[config.mk]
export PLATFORM = sky130hd
export DESIGN_NAME = clx_exec
export DESIGN_NICKNAME = d
export VERILOG_FILES = /design/src/verilog/clx_cipher.v /design/src/verilog/clx_exec.v /design/src/verilog/clx_mul.v
export VERILOG_INCLUDE_DIRS = /design/src /design/src/verilog
export SDC_FILE = /design/constraint.sdc
export NUM_CORES = 2
export LEC_CHECK = 0
export CAP_MARGIN = 20
export CORE_UTILIZATION = 40
export CTS_CLUSTER_SIZE = 30
export DETAILED_ROUTE_END_ITERATION = 16
export DONT_BUFFER_PORTS = 1
export PLACE_DENSITY = 0.58
export SLEW_MARGIN = 0
export SYNTH_ARGS = -nofsm -noshare
export SYNTH_HDL_FRONTEND = slang
export SYNTH_SLANG_ARGS = --single-unit
[constraint.sdc]
create_clock -name aclk -period 12.37 [get_ports aclk]
set_clock_uncertainty 0.2 [all_clocks]
set_input_delay 1.237 -clock aclk [delete_from_list [all_inputs] [get_ports aclk]]
set_output_delay 1.237 -clock aclk [all_outputs]
set_load 0.005 [all_outputs]
[src/verilog/clx_consts.vh]
// Constants for the logic, multiply and branch execution block
// How it works
// - Or-mask: destination OR immediate, flags Z N V S, one cycle.
// - Clear-mask: destination AND inverted immediate, flags Z N V S, one cycle.
// - Zero-sign test: register AND itself, value kept, flags Z N V S, one cycle.
// - Three 8x8 multiplies into pair one:zero, only Z and C, two cycles.
// - Fractional multiplies: product shifted left one into pair one:zero, two cycles.
// - Cipher round on registers fifteen..zero with round K; H selects decrypt; one/two cycles.
// - Pointer jump: PC low from Z, upper bits cleared, two cycles.
// - Far pointer jump: PC low from Z, upper from page register, two cycles.
// - Pointer call: target Z, upper cleared, two or three cycles by PC width.
// - Far pointer call: upper PC bits from page register, three cycles.
// - Compare registers, skip next when equal; one, two or three cycles.
// - Skip when register bit clear, or set for the twin; one to three cycles.
// - Skip when I/O bit clear, or set for the twin; two to four cycles.
// - Branch PC+k+1 when chosen flag set; one cycle untaken, two taken.
// - Branch PC+k+1 when chosen flag clear; one cycle untaken, two taken.
// - Carry-clear branch on C=0, carry-set branch on C=1, one or two cycles.
// - Same-or-higher branch behaves exactly as the carry-clear branch.
`ifndef CLX_CONSTS_VH
`define CLX_CONSTS_VH

// Register byte offsets
`define CLX_OFF_CTRL 8'h00
`define CLX_OFF_OPA 8'h04
`define CLX_OFF_OPB 8'h08
`define CLX_OFF_PC 8'h0c
`define CLX_OFF_ZPTR 8'h10
`define CLX_OFF_PAGE 8'h14
`define CLX_OFF_STATUS_FLAGS_REGISTER 8'h18
`define CLX_OFF_RESULT 8'h1c
`define CLX_OFF_STATUS 8'h20
`define CLX_OFF_RETADDR 8'h24
`define CLX_OFF_CIPH0 8'h30

// Control register fields
`define CLX_CTRL_OP_HI 4
`define CLX_CTRL_GO 8
`define CLX_CTRL_LONG 9

// Status flag bit positions
`define CLX_F_C 0
`define CLX_F_Z 1
`define CLX_F_N 2
`define CLX_F_V 3
`define CLX_F_S 4
`define CLX_F_H 5

// Operation codes
`define CLX_OP_OR_MASK 5'h00
`define CLX_OP_CLR_MASK 5'h01
`define CLX_OP_TEST 5'h02
`define CLX_OP_MUL_UU 5'h03
`define CLX_OP_MUL_SS 5'h04
`define CLX_OP_MUL_SU 5'h05
`define CLX_OP_FRACTIONAL_PRODUCT_UNSIGNED_UU 5'h06
`define CLX_OP_FRACTIONAL_PRODUCT_UNSIGNED_SS 5'h07
`define CLX_OP_FRACTIONAL_PRODUCT_UNSIGNED_SU 5'h08
`define CLX_OP_CIPHER 5'h09
`define CLX_OP_JMP_Z 5'h0a
`define CLX_OP_FJMP_Z 5'h0b
`define CLX_OP_CALL_Z 5'h0c
`define CLX_OP_FCALL_Z 5'h0d
`define CLX_OP_COMPARE_SKIP_EQUAL 5'h0e
`define CLX_OP_SKIP_RLO 5'h0f
`define CLX_OP_SKIP_RHI 5'h10
`define CLX_OP_SKIP_IOLO 5'h11
`define CLX_OP_SKIP_IOHI 5'h12
`define CLX_OP_BR_FHI 5'h13
`define CLX_OP_BR_FLO 5'h14
`define CLX_OP_BR_CLO 5'h15
`define CLX_OP_BR_CHI 5'h16
`define CLX_OP_BR_SH 5'h17

// Cycle counts
`define CLX_CYC_ONE 3'h1
`define CLX_CYC_TWO 3'h2
`define CLX_CYC_THREE 3'h3
`define CLX_CYC_FOUR 3'h4

// AXI responses
`define CLX_RESP_OK 2'h0
`define CLX_RESP_ERR 2'h2

`endif

[src/verilog/clx_cipher.v]
// One keyed Feistel round over a 64-bit block and 64-bit key
`timescale 1ns/1ps
module clx_cipher (
    // Block and key
    input wire [63:0] block_in,
    input wire [63:0] key,
    input wire [3:0] round,
    input wire decrypt,
    // Result
    output wire [63:0] block_out
);
    wire [63:0] key_rot;
    wire [31:0] subkey;
    wire [31:0] left;
    wire [31:0] right;
    wire [31:0] f_enc;
    wire [31:0] f_dec;
    wire [31:0] mix_enc;
    wire [31:0] mix_dec;

    // Simplified round: not a standard cipher, only invertible per round
    assign key_rot = (key << round) | (key >> (7'h40 - {3'h0, round}));
    assign subkey = key_rot[31:0] ^ key_rot[63:32];
    assign left = block_in[63:32];
    assign right = block_in[31:0];
    assign mix_enc = right ^ subkey;
    assign mix_dec = left ^ subkey;
    assign f_enc = {mix_enc[30:0], mix_enc[31]} ^ {mix_enc[7:0], mix_enc[31:8]};
    assign f_dec = {mix_dec[30:0], mix_dec[31]} ^ {mix_dec[7:0], mix_dec[31:8]};
    // Decrypt undoes encrypt for the same round and key
    assign block_out = decrypt ? {right ^ f_dec, left} : {right, left ^ f_enc};
endmodule // clx_cipher

[src/verilog/clx_exec.v]
// Execution unit for logic, multiply, cipher, jump, skip and branch operations
//
// The implementer's own choices: the register addresses and the AXI4-Lite interface to the registers.
`timescale 1ns/1ps
`include "clx_consts.vh"
module clx_exec #(
    parameter PC_WIDTH = 22
) (
    // Clock and reset
    input wire aclk,
    input wire aresetn,
    // AXI4-Lite write address
    input wire [7:0] s_axi_awaddr,
    input wire [2:0] s_axi_awprot,
    input wire s_axi_awvalid,
    output reg s_axi_awready,
    // AXI4-Lite write data
    input wire [31:0] s_axi_wdata,
    input wire [3:0] s_axi_wstrb,
    input wire s_axi_wvalid,
    output reg s_axi_wready,
    // AXI4-Lite write response
    output reg [1:0] s_axi_bresp,
    output reg s_axi_bvalid,
    input wire s_axi_bready,
    // AXI4-Lite read address
    input wire [7:0] s_axi_araddr,
    input wire [2:0] s_axi_arprot,
    input wire s_axi_arvalid,
    output reg s_axi_arready,
    // AXI4-Lite read data
    output reg [31:0] s_axi_rdata,
    output reg [1:0] s_axi_rresp,
    output reg s_axi_rvalid,
    input wire s_axi_rready
);
    localparam [21:0] PC_STEP1 = 22'h000001;
    localparam [21:0] PC_STEP2 = 22'h000002;
    localparam [21:0] PC_STEP3 = 22'h000003;
    localparam [2:0] CALL_CYC = (PC_WIDTH > 16) ? `CLX_CYC_THREE : `CLX_CYC_TWO;

    // Architectural state
    reg [21:0] pc;
    reg [15:0] zptr;
    reg [5:0] extended_indirect_page;
    reg [7:0] status_flags_register;
    reg [7:0] opa;
    reg [7:0] opb;
    reg [15:0] result;
    reg [21:0] retaddr;
    reg [31:0] ciph_word [0:3];
    // Sequencing
    reg busy;
    reg [2:0] cyc_left;
    reg [2:0] cyc_used;
    reg [4:0] op_cur;
    reg took;
    reg bad_op;
    reg prev_cipher;
    reg [21:0] pend_pc;
    reg [7:0] pend_flags;
    reg [7:0] pend_res;
    reg pend_wr;
    // AXI capture
    reg aw_got;
    reg w_got;
    reg [7:0] aw_addr;
    reg [31:0] w_data;
    reg [3:0] w_strb;

    wire do_write;
    wire launch;
    wire [4:0] w_op;
    wire is_mul;
    wire mul_signed_a;
    wire mul_signed_b;
    wire mul_frac;
    wire [15:0] mul_product;
    wire mul_zero;
    wire mul_carry;
    wire [63:0] ciph_out;
    wire [7:0] aligned_aw;
    wire [7:0] aligned_ar;

    // Combinational launch decisions
    reg [21:0] l_pc;
    reg [7:0] l_flags;
    reg [7:0] l_res;
    reg l_wr;
    reg [2:0] l_cyc;
    reg l_took;
    reg l_bad;
    reg [7:0] lg;
    reg [21:0] skip_pc;
    reg [2:0] skip_cyc;
    reg [21:0] br_pc;
    reg [31:0] rd_mux;
    reg rd_ok;
    reg wr_ok;

    assign aligned_aw = {aw_addr[7:2], 2'b00};
    assign aligned_ar = {s_axi_araddr[7:2], 2'b00};
    assign do_write = aw_got && w_got && !s_axi_bvalid;
    assign w_op = w_data[`CLX_CTRL_OP_HI:0];
    assign launch = do_write && !busy && (aligned_aw == `CLX_OFF_CTRL) && w_strb[0] && w_strb[1]
        && w_data[`CLX_CTRL_GO];
    assign is_mul = (w_op >= `CLX_OP_MUL_UU) && (w_op <= `CLX_OP_FRACTIONAL_PRODUCT_UNSIGNED_SU);
    assign mul_frac = (w_op >= `CLX_OP_FRACTIONAL_PRODUCT_UNSIGNED_UU);
    assign mul_signed_a = (w_op == `CLX_OP_MUL_SS) || (w_op == `CLX_OP_MUL_SU)
        || (w_op == `CLX_OP_FRACTIONAL_PRODUCT_UNSIGNED_SS) || (w_op == `CLX_OP_FRACTIONAL_PRODUCT_UNSIGNED_SU);
    assign mul_signed_b = (w_op == `CLX_OP_MUL_SS) || (w_op == `CLX_OP_FRACTIONAL_PRODUCT_UNSIGNED_SS);

    clx_mul u_mul (
        .aclk(aclk),
        .aresetn(aresetn),
        .start(launch && is_mul),
        .a(opa),
        .b(opb),
        .signed_a(mul_signed_a),
        .signed_b(mul_signed_b),
        .frac(mul_frac),
        .product(mul_product),
        .zero(mul_zero),
        .carry(mul_carry)
    );

    // Registers seven..zero form the block, fifteen..eight the key
    clx_cipher u_cipher (
        .block_in({ciph_word[1], ciph_word[0]}),
        .key({ciph_word[3], ciph_word[2]}),
        .round(opb[3:0]),
        .decrypt(status_flags_register[`CLX_F_H]),
        .block_out(ciph_out)
    );

    // Next PC, flags and cycle count decided at launch
    always @* begin
        l_pc = pc + PC_STEP1;
        l_flags = status_flags_register;
        l_res = opa;
        l_wr = 1'b0;
        l_cyc = `CLX_CYC_ONE;
        l_took = 1'b0;
        l_bad = 1'b0;
        lg = opa;
        skip_pc = pc + (w_data[`CLX_CTRL_LONG] ? PC_STEP3 : PC_STEP2);
        skip_cyc = w_data[`CLX_CTRL_LONG] ? `CLX_CYC_THREE : `CLX_CYC_TWO;
        br_pc = pc + {{15{opb[6]}}, opb[6:0]} + PC_STEP1;
        case (w_op)
            `CLX_OP_OR_MASK: lg = opa | opb;
            `CLX_OP_CLR_MASK: lg = opa & ~opb;
            `CLX_OP_TEST: lg = opa & opa;
            default: lg = opa;
        endcase
        case (w_op)
            `CLX_OP_OR_MASK, `CLX_OP_CLR_MASK, `CLX_OP_TEST: begin
                l_res = lg;
                l_wr = (w_op != `CLX_OP_TEST);
                l_flags[`CLX_F_Z] = (lg == 8'h00);
                l_flags[`CLX_F_N] = lg[7];
                l_flags[`CLX_F_V] = 1'b0;
                l_flags[`CLX_F_S] = lg[7] ^ 1'b0;
            end
            `CLX_OP_MUL_UU, `CLX_OP_MUL_SS, `CLX_OP_MUL_SU,
            `CLX_OP_FRACTIONAL_PRODUCT_UNSIGNED_UU, `CLX_OP_FRACTIONAL_PRODUCT_UNSIGNED_SS, `CLX_OP_FRACTIONAL_PRODUCT_UNSIGNED_SU: begin
                l_cyc = `CLX_CYC_TWO;
            end
            `CLX_OP_CIPHER: begin
                // Back-to-back rounds issue in one cycle, a first round in two
                l_cyc = prev_cipher ? `CLX_CYC_ONE : `CLX_CYC_TWO;
            end
            `CLX_OP_JMP_Z: begin
                l_pc = {6'h00, zptr};
                l_cyc = `CLX_CYC_TWO;
            end
            `CLX_OP_FJMP_Z: begin
                l_pc = {extended_indirect_page, zptr};
                l_cyc = `CLX_CYC_TWO;
            end
            `CLX_OP_CALL_Z: begin
                l_pc = {6'h00, zptr};
                l_cyc = CALL_CYC;
            end
            `CLX_OP_FCALL_Z: begin
                l_pc = {extended_indirect_page, zptr};
                l_cyc = `CLX_CYC_THREE;
            end
            `CLX_OP_COMPARE_SKIP_EQUAL: begin
                if (opa == opb) begin
                    l_pc = skip_pc;
                    l_cyc = skip_cyc;
                    l_took = 1'b1;
                end
            end
            `CLX_OP_SKIP_RLO, `CLX_OP_SKIP_RHI: begin
                if (opa[opb[2:0]] == (w_op == `CLX_OP_SKIP_RHI)) begin
                    l_pc = skip_pc;
                    l_cyc = skip_cyc;
                    l_took = 1'b1;
                end
            end
            `CLX_OP_SKIP_IOLO, `CLX_OP_SKIP_IOHI: begin
                // I/O read costs one extra cycle on every path
                l_cyc = `CLX_CYC_TWO;
                if (opa[opb[2:0]] == (w_op == `CLX_OP_SKIP_IOHI)) begin
                    l_pc = skip_pc;
                    l_cyc = w_data[`CLX_CTRL_LONG] ? `CLX_CYC_FOUR : `CLX_CYC_THREE;
                    l_took = 1'b1;
                end
            end
            `CLX_OP_BR_FHI, `CLX_OP_BR_FLO: begin
                if (status_flags_register[opa[2:0]] == (w_op == `CLX_OP_BR_FHI)) begin
                    l_pc = br_pc;
                    l_cyc = `CLX_CYC_TWO;
                    l_took = 1'b1;
                end
            end
            `CLX_OP_BR_CLO, `CLX_OP_BR_SH, `CLX_OP_BR_CHI: begin
                if (status_flags_register[`CLX_F_C] == (w_op == `CLX_OP_BR_CHI)) begin
                    l_pc = br_pc;
                    l_cyc = `CLX_CYC_TWO;
                    l_took = 1'b1;
                end
            end
            default: begin
                l_bad = 1'b1;
                l_pc = pc;
            end
        endcase
    end

    // Register write acceptance; state registers refuse writes while busy
    always @* begin
        wr_ok = 1'b1;
        case (aligned_aw)
            `CLX_OFF_CTRL: wr_ok = !busy;
            `CLX_OFF_OPA, `CLX_OFF_OPB, `CLX_OFF_PC, `CLX_OFF_ZPTR,
            `CLX_OFF_PAGE, `CLX_OFF_STATUS_FLAGS_REGISTER, `CLX_OFF_RESULT: wr_ok = !busy;
            `CLX_OFF_CIPH0, 8'h34, 8'h38, 8'h3c: wr_ok = !busy;
            default: wr_ok = 1'b0;
        endcase
    end

    always @* begin
        rd_ok = 1'b1;
        rd_mux = 32'h00000000;
        case (aligned_ar)
            `CLX_OFF_CTRL: rd_mux = {27'h0000000, op_cur};
            `CLX_OFF_OPA: rd_mux = {24'h000000, opa};
            `CLX_OFF_OPB: rd_mux = {24'h000000, opb};
            `CLX_OFF_PC: rd_mux = {10'h000, pc};
            `CLX_OFF_ZPTR: rd_mux = {16'h0000, zptr};
            `CLX_OFF_PAGE: rd_mux = {26'h0000000, extended_indirect_page};
            `CLX_OFF_STATUS_FLAGS_REGISTER: rd_mux = {24'h000000, status_flags_register};
            `CLX_OFF_RESULT: rd_mux = {16'h0000, result};
            `CLX_OFF_STATUS: rd_mux = {24'h000000, cyc_used, prev_cipher, bad_op, took, 1'b0, busy};
            `CLX_OFF_RETADDR: rd_mux = {10'h000, retaddr};
            `CLX_OFF_CIPH0: rd_mux = ciph_word[0];
            8'h34: rd_mux = ciph_word[1];
            8'h38: rd_mux = ciph_word[2];
            8'h3c: rd_mux = ciph_word[3];
            default: rd_ok = 1'b0;
        endcase
    end

    // AXI4-Lite handshakes: address and data taken in either order
    always @(posedge aclk) begin
        if (!aresetn) begin
            s_axi_awready <= 1'b1;
            s_axi_wready <= 1'b1;
            s_axi_bvalid <= 1'b0;
            s_axi_bresp <= `CLX_RESP_OK;
            s_axi_arready <= 1'b1;
            s_axi_rvalid <= 1'b0;
            s_axi_rresp <= `CLX_RESP_OK;
            s_axi_rdata <= 32'h00000000;
            aw_got <= 1'b0;
            w_got <= 1'b0;
            aw_addr <= 8'h00;
            w_data <= 32'h00000000;
            w_strb <= 4'h0;
        end else begin
            if (s_axi_awvalid && s_axi_awready) begin
                aw_got <= 1'b1;
                aw_addr <= s_axi_awaddr;
                s_axi_awready <= 1'b0;
            end
            if (s_axi_wvalid && s_axi_wready) begin
                w_got <= 1'b1;
                w_data <= s_axi_wdata;
                w_strb <= s_axi_wstrb;
                s_axi_wready <= 1'b0;
            end
            if (do_write) begin
                aw_got <= 1'b0;
                w_got <= 1'b0;
                s_axi_bvalid <= 1'b1;
                s_axi_bresp <= wr_ok ? `CLX_RESP_OK : `CLX_RESP_ERR;
            end
            if (s_axi_bvalid && s_axi_bready) begin
                s_axi_bvalid <= 1'b0;
                s_axi_awready <= 1'b1;
                s_axi_wready <= 1'b1;
            end
            if (s_axi_arvalid && s_axi_arready) begin
                s_axi_arready <= 1'b0;
                s_axi_rvalid <= 1'b1;
                s_axi_rdata <= rd_mux;
                s_axi_rresp <= rd_ok ? `CLX_RESP_OK : `CLX_RESP_ERR;
            end
            if (s_axi_rvalid && s_axi_rready) begin
                s_axi_rvalid <= 1'b0;
                s_axi_arready <= 1'b1;
            end
        end
    end

    // Software writes, launch and commit
    always @(posedge aclk) begin
        if (!aresetn) begin
            pc <= 22'h000000;
            zptr <= 16'h0000;
            extended_indirect_page <= 6'h00;
            status_flags_register <= 8'h00;
            opa <= 8'h00;
            opb <= 8'h00;
            result <= 16'h0000;
            retaddr <= 22'h000000;
            ciph_word[0] <= 32'h00000000;
            ciph_word[1] <= 32'h00000000;
            ciph_word[2] <= 32'h00000000;
            ciph_word[3] <= 32'h00000000;
            busy <= 1'b0;
            cyc_left <= 3'h0;
            cyc_used <= 3'h0;
            op_cur <= 5'h00;
            took <= 1'b0;
            bad_op <= 1'b0;
            prev_cipher <= 1'b0;
            pend_pc <= 22'h000000;
            pend_flags <= 8'h00;
            pend_res <= 8'h00;
            pend_wr <= 1'b0;
        end else if (launch) begin
            busy <= 1'b1;
            op_cur <= w_op;
            cyc_left <= l_cyc - `CLX_CYC_ONE;
            cyc_used <= l_cyc;
            took <= l_took;
            bad_op <= l_bad;
            pend_pc <= l_pc;
            pend_flags <= l_flags;
            pend_res <= l_res;
            pend_wr <= l_wr;
            if ((w_op == `CLX_OP_CALL_Z) || (w_op == `CLX_OP_FCALL_Z)) begin
                retaddr <= pc + PC_STEP1;
            end
        end else if (busy) begin
            if (cyc_left != 3'h0) begin
                cyc_left <= cyc_left - `CLX_CYC_ONE;
            end else begin
                // All effects except the return address (written at launch) land together at the final cycle
                busy <= 1'b0;
                pc <= pend_pc;
                prev_cipher <= (op_cur == `CLX_OP_CIPHER);
                if (pend_wr) begin
                    opa <= pend_res;
                end
                if ((op_cur >= `CLX_OP_MUL_UU) && (op_cur <= `CLX_OP_FRACTIONAL_PRODUCT_UNSIGNED_SU)) begin
                    result <= mul_product;
                    status_flags_register <= {status_flags_register[7:2], mul_zero, mul_carry};
                end else begin
                    status_flags_register <= pend_flags;
                end
                if (op_cur == `CLX_OP_CIPHER) begin
                    ciph_word[0] <= ciph_out[31:0];
                    ciph_word[1] <= ciph_out[63:32];
                end
            end
        end else if (do_write && wr_ok) begin
            case (aligned_aw)
                `CLX_OFF_OPA: opa <= w_data[7:0];
                `CLX_OFF_OPB: opb <= w_data[7:0];
                `CLX_OFF_PC: pc <= w_data[21:0];
                `CLX_OFF_ZPTR: zptr <= w_data[15:0];
                `CLX_OFF_PAGE: extended_indirect_page <= w_data[5:0];
                `CLX_OFF_STATUS_FLAGS_REGISTER: status_flags_register <= w_data[7:0];
                `CLX_OFF_RESULT: result <= w_data[15:0];
                `CLX_OFF_CIPH0: ciph_word[0] <= w_data;
                8'h34: ciph_word[1] <= w_data;
                8'h38: ciph_word[2] <= w_data;
                8'h3c: ciph_word[3] <= w_data;
                default: prev_cipher <= prev_cipher;
            endcase
            if (aligned_aw == `CLX_OFF_CTRL) begin
                prev_cipher <= 1'b0;
            end
        end
    end
endmodule // clx_exec

[src/verilog/clx_mul.v]
// Registered 8x8 multiplier with signed, unsigned and fractional forms
`timescale 1ns/1ps
module clx_mul (
    // Clock and reset
    input wire aclk,
    input wire aresetn,
    // Request
    input wire start,
    input wire [7:0] a,
    input wire [7:0] b,
    input wire signed_a,
    input wire signed_b,
    input wire frac,
    // Result
    output reg [15:0] product,
    output reg zero,
    output reg carry
);
    wire [15:0] ext_a;
    wire [15:0] ext_b;
    wire [31:0] full;
    wire [15:0] raw;
    wire [15:0] shaped;

    // Low 16 bits of the extended product are exact for all sign mixes
    assign ext_a = {{8{signed_a & a[7]}}, a};
    assign ext_b = {{8{signed_b & b[7]}}, b};
    assign full = ext_a * ext_b;
    assign raw = full[15:0];
    assign shaped = frac ? {raw[14:0], 1'b0} : raw;

    always @(posedge aclk) begin
        if (!aresetn) begin
            product <= 16'h0000;
            zero <= 1'b0;
            carry <= 1'b0;
        end else if (start) begin
            product <= shaped;
            zero <= (shaped == 16'h0000);
            // Carry is the product's top bit before any fractional shift
            carry <= raw[15];
        end
    end
endmodule // clx_mul
==> results.md <==
* Site row count at 100
* Worst slew margin at 23.0%
* Critical path's most frequent cell: fa_1
* Post-CTS Setup Inserts at 0
* Worst min path class: flop to flop
* Crit path kind: flop to flop
* First-pass GRT wire length at 176 mm
* # DRC at 0
* Max Freq at 0.135 GHz
* Nets at 3525
* Die ar. at 76800 sq um
* Synth Instances at 3463
* Ports at 106
* Synthesis-to-finish area growth at 7.38%
* EDFF count, synth at 128
* Final worst-path cycle share at 60.1%
* Post-detail-place hpwl at 86.9 mm
* Pre-CTS setup slack at 4.99 ns
* Share of layout cells above drive strength 1 at 9.65%
* Worst hold slack at 0.238 ns
* Largest area contributor in the netlist: dfxtp_1
* Clock-pin slew on the worst setup and hold paths at 0.06 ns
* Root Driver: clkbuf_16
* Setup WS post-layout at 4.94 ns
* Tightest Pin Transition at 1.15 ns
* Fillers at 7318
* Overall Global Routing Usage at 30.6%
* Total Power at 3.18 mW
* Clock Latency Late Sink at 0.61 ns
* TritonCTS Buffers at 46
* Maxcap violations at 0
* Routed Antenna Nets at 0
* PwrDens at 97.8 nW/um^2
* Endpoints failing setup at 0
* Vias in the first global route at 25373
* Syn_area_per_cell at 8.75 sq um
* Initial DRC Count at 3596
* Drt via density at 6.27
* Initial antenna violation count at 3
* Core area at 74700 sq um
* Synth Warn # at 0
* Final Hold Fails at 0
* Max VDD drop at 0.0924 mV
* Slew Viols, Final at 0
* Hold buffer count at CTS at 0
* Gpl congestion at 1.01
* Leak at 11.6 nW
* Post-DP Area at 30900 sq um
* Horiz. Die Dim at 277 um
* Synth top area share at 17.1%
* Final core area utilization at 43.5%
* Non-Filler Instances at 4329
* Die height at 277 um
* # resized after CTS at 0
* Clock sink count at 387
* Top FF cell, synth: dfxtp_1
* Ys async rst share at 0%
* CP Cell Sequence: buf_4 > nor2b_1 > nand2_1 > a211oi_1 > nand2_1 > fa_1 > fa_1 > inv_1 > fa_1 > fa_1 > inv_1 > fa_1 > inv_1 > ha_1 > a21oi_1 > o21bai_1 > a21oi_1 > xnor2_1 > or4_1 > or4_1 > nor3_1 > a31o_1
* Cell Area, Synth at 30300 sq um
* Crit. End Element: flop
* Final wirelength at 120 mm
* Unrepaired setup endpoints after global routing: no
* CP max stage delay at 0.86 ns
* CP max-delay cell: a211oi_1
* Port bufs at 0
* Via count at 27143
* Critical-path maximum fanout at 23
* First-pass DRT Iterations at 8
* Post-synthesis register bit count at 387
* Placed Cells at 4240
* Max clock buf depth at 3
* Synth area leaders: dfxtp_1 17%, edfxtp_1 13%, mux4_2 5.9%, nand2_1 5.2%, a21oi_1 5.1%
* Final Cell Area at 32500 sq um
* Initial Utilization at 40.6%
* Gr ovfl total at 0
* Critical Path RT at 12.71 ns
* WP data arrival at 7.78 ns
* CTS tree: done
* Worst setup SP type: flop
* Status: completed
* Min Clock Period, post-route at 7.43 ns
* Yosys cell types at 98
* Sum Neg Setup Slack at 0 ns
* Max H-tree Level at 2
* Wire length per cell at 27.7 um
* Largest net degree at the start of global routing at 76
* Share of the yosys chip area belonging to registers at 29.8%
[flip-flops by register name (all words and copies together), names as in the netlist, 2 cells and up]
signal	count
result	16
w_strb	2
op_cur	5
retaddr	22
pend_flags	8
pc	22
u_mul.product	16
cyc_used	3
aw_addr	6
w_data	32
status_flags_register	8
opa	8
opb	8
cyc_left	3
zptr	16
extended_indirect_page	6
ciph_word	128
pend_res	8
pend_pc	22
s_axi_rdata	32
[final timing paths]
path / from / to / slack [ns] / cells past startpoint
setup / recovery: w_data[2] / u_mul.zero / 4.94 / 22
hold / removal: pend_pc[5] / pend_pc[5] / 0.24 / 2
setup reg to reg: w_data[2] / u_mul.zero / 4.94 / 22
hold reg to reg: pend_pc[5] / pend_pc[5] / 0.24 / 2
[Yosys cell counts, types with 57 or more instances]
master    instances
clkbuf_1        184
edfxtp_1        128
dfxtp_1         259
nand2_1         417
mux4_2           80
nor2_1          357
xor2_1           85
inv_1           108
fa_1             64
o21ai_1          61
xnor2_1         159
a211oi_1         75
o21ai_0         103
mux2i_1         147
ha_1             75
a21oi_1         307
nand3_1          57
and2_1           87
[cells by family after synthesis]
logic type               count (synthesis)  share of synthesized area [%]
other                                    1                         0.0124
AND/OR/NAND/NOR                       1163                           17.6
AO/OA/AOI/OAI                          857                           18.2
adder cells (fa/ha/maj)                139                           7.33
flip-flops                             387                           29.8
buffers and inverters                  377                           5.38
multiplexers                           264                           12.4
XOR/XNOR                               275                           9.28
[placed cells by master (no fill, tap or decap), types with 13 or more instances in the layout]
cell / synthesis / layout
nand2_1: 417 / 417
nor2_1: 357 / 350
a21oi_1: 307 / 306
dfxtp_1: 259 / 253
xnor2_1: 159 / 159
mux2i_1: 147 / 147
edfxtp_1: 128 / 128
inv_1: 108 / 107
o21ai_0: 103 / 101
and2_1: 87 / 87
xor2_1: 85 / 85
mux4_2: 80 / 80
a211oi_1: 75 / 74
ha_1: 75 / 74
buf_4: 18 / 66
fa_1: 64 / 64
o21ai_1: 61 / 61
nand3_1: 57 / 57
nor3_1: 52 / 49
a22oi_1: 49 / 49
clkbuf_16: 0 / 49
a31oi_1: 32 / 32
nand2b_1: 31 / 31
mux2_2: 30 / 30
nor2b_1: 26 / 26
nand4_1: 26 / 26
a221oi_1: 26 / 26
a22o_1: 25 / 25
a222oi_1: 25 / 25
xnor3_1: 20 / 20
a21o_1: 19 / 19
o22ai_1: 16 / 16
nor4_1: 15 / 15
nor3b_1: 15 / 15
o211ai_1: 15 / 15
or4_1: 14 / 14
o21a_1: 13 / 13
[layer usage]
layer	global-route usage (%)	vias up	share of wire (%)
li1	-	12176	-
met1	39.4	13118	39
met2	47.8	1530	45
met3	5.43	315	9.1
met4	18.7	4	6.8
met5	0.313	-	0.038
[critical path, delay by kind of cell (launching register included)]
family | cells | cell delay (ns)
and+or+nand+nor | 6 | 1.90
buffers and inverters | 4 | 0.45
AOI/OAI and AO/OA | 5 | 1.51
DFF | 1 | 0.31
adders and majority gates | 6 | 2.86
xor gates and xnor gates | 1 | 0.16
[where the power goes]
group | internal (mW) | switching (mW) | total (mW)
registers | 1.33 | 0.0663 | 1.40
logic | 0.133 | 0.200 | 0.333
clock network | 0.840 | 0.606 | 1.45
total | 2.31 | 0.872 | 3.18
[final cells by class]
class	count	area (sq um)	area share (%)
diodes	1	2.50	0.00769
clock buffers	67	1380	4.23
repair buffers	68	536	1.65
clock inverters	19	203	0.623
well taps	969	1210	3.73
inverters	118	450	1.38
flip-flops and latches	387	9050	27.8
multi-input cells	2700	19700	60.6
Note: power is estimated with default switching activity, not from simulation.
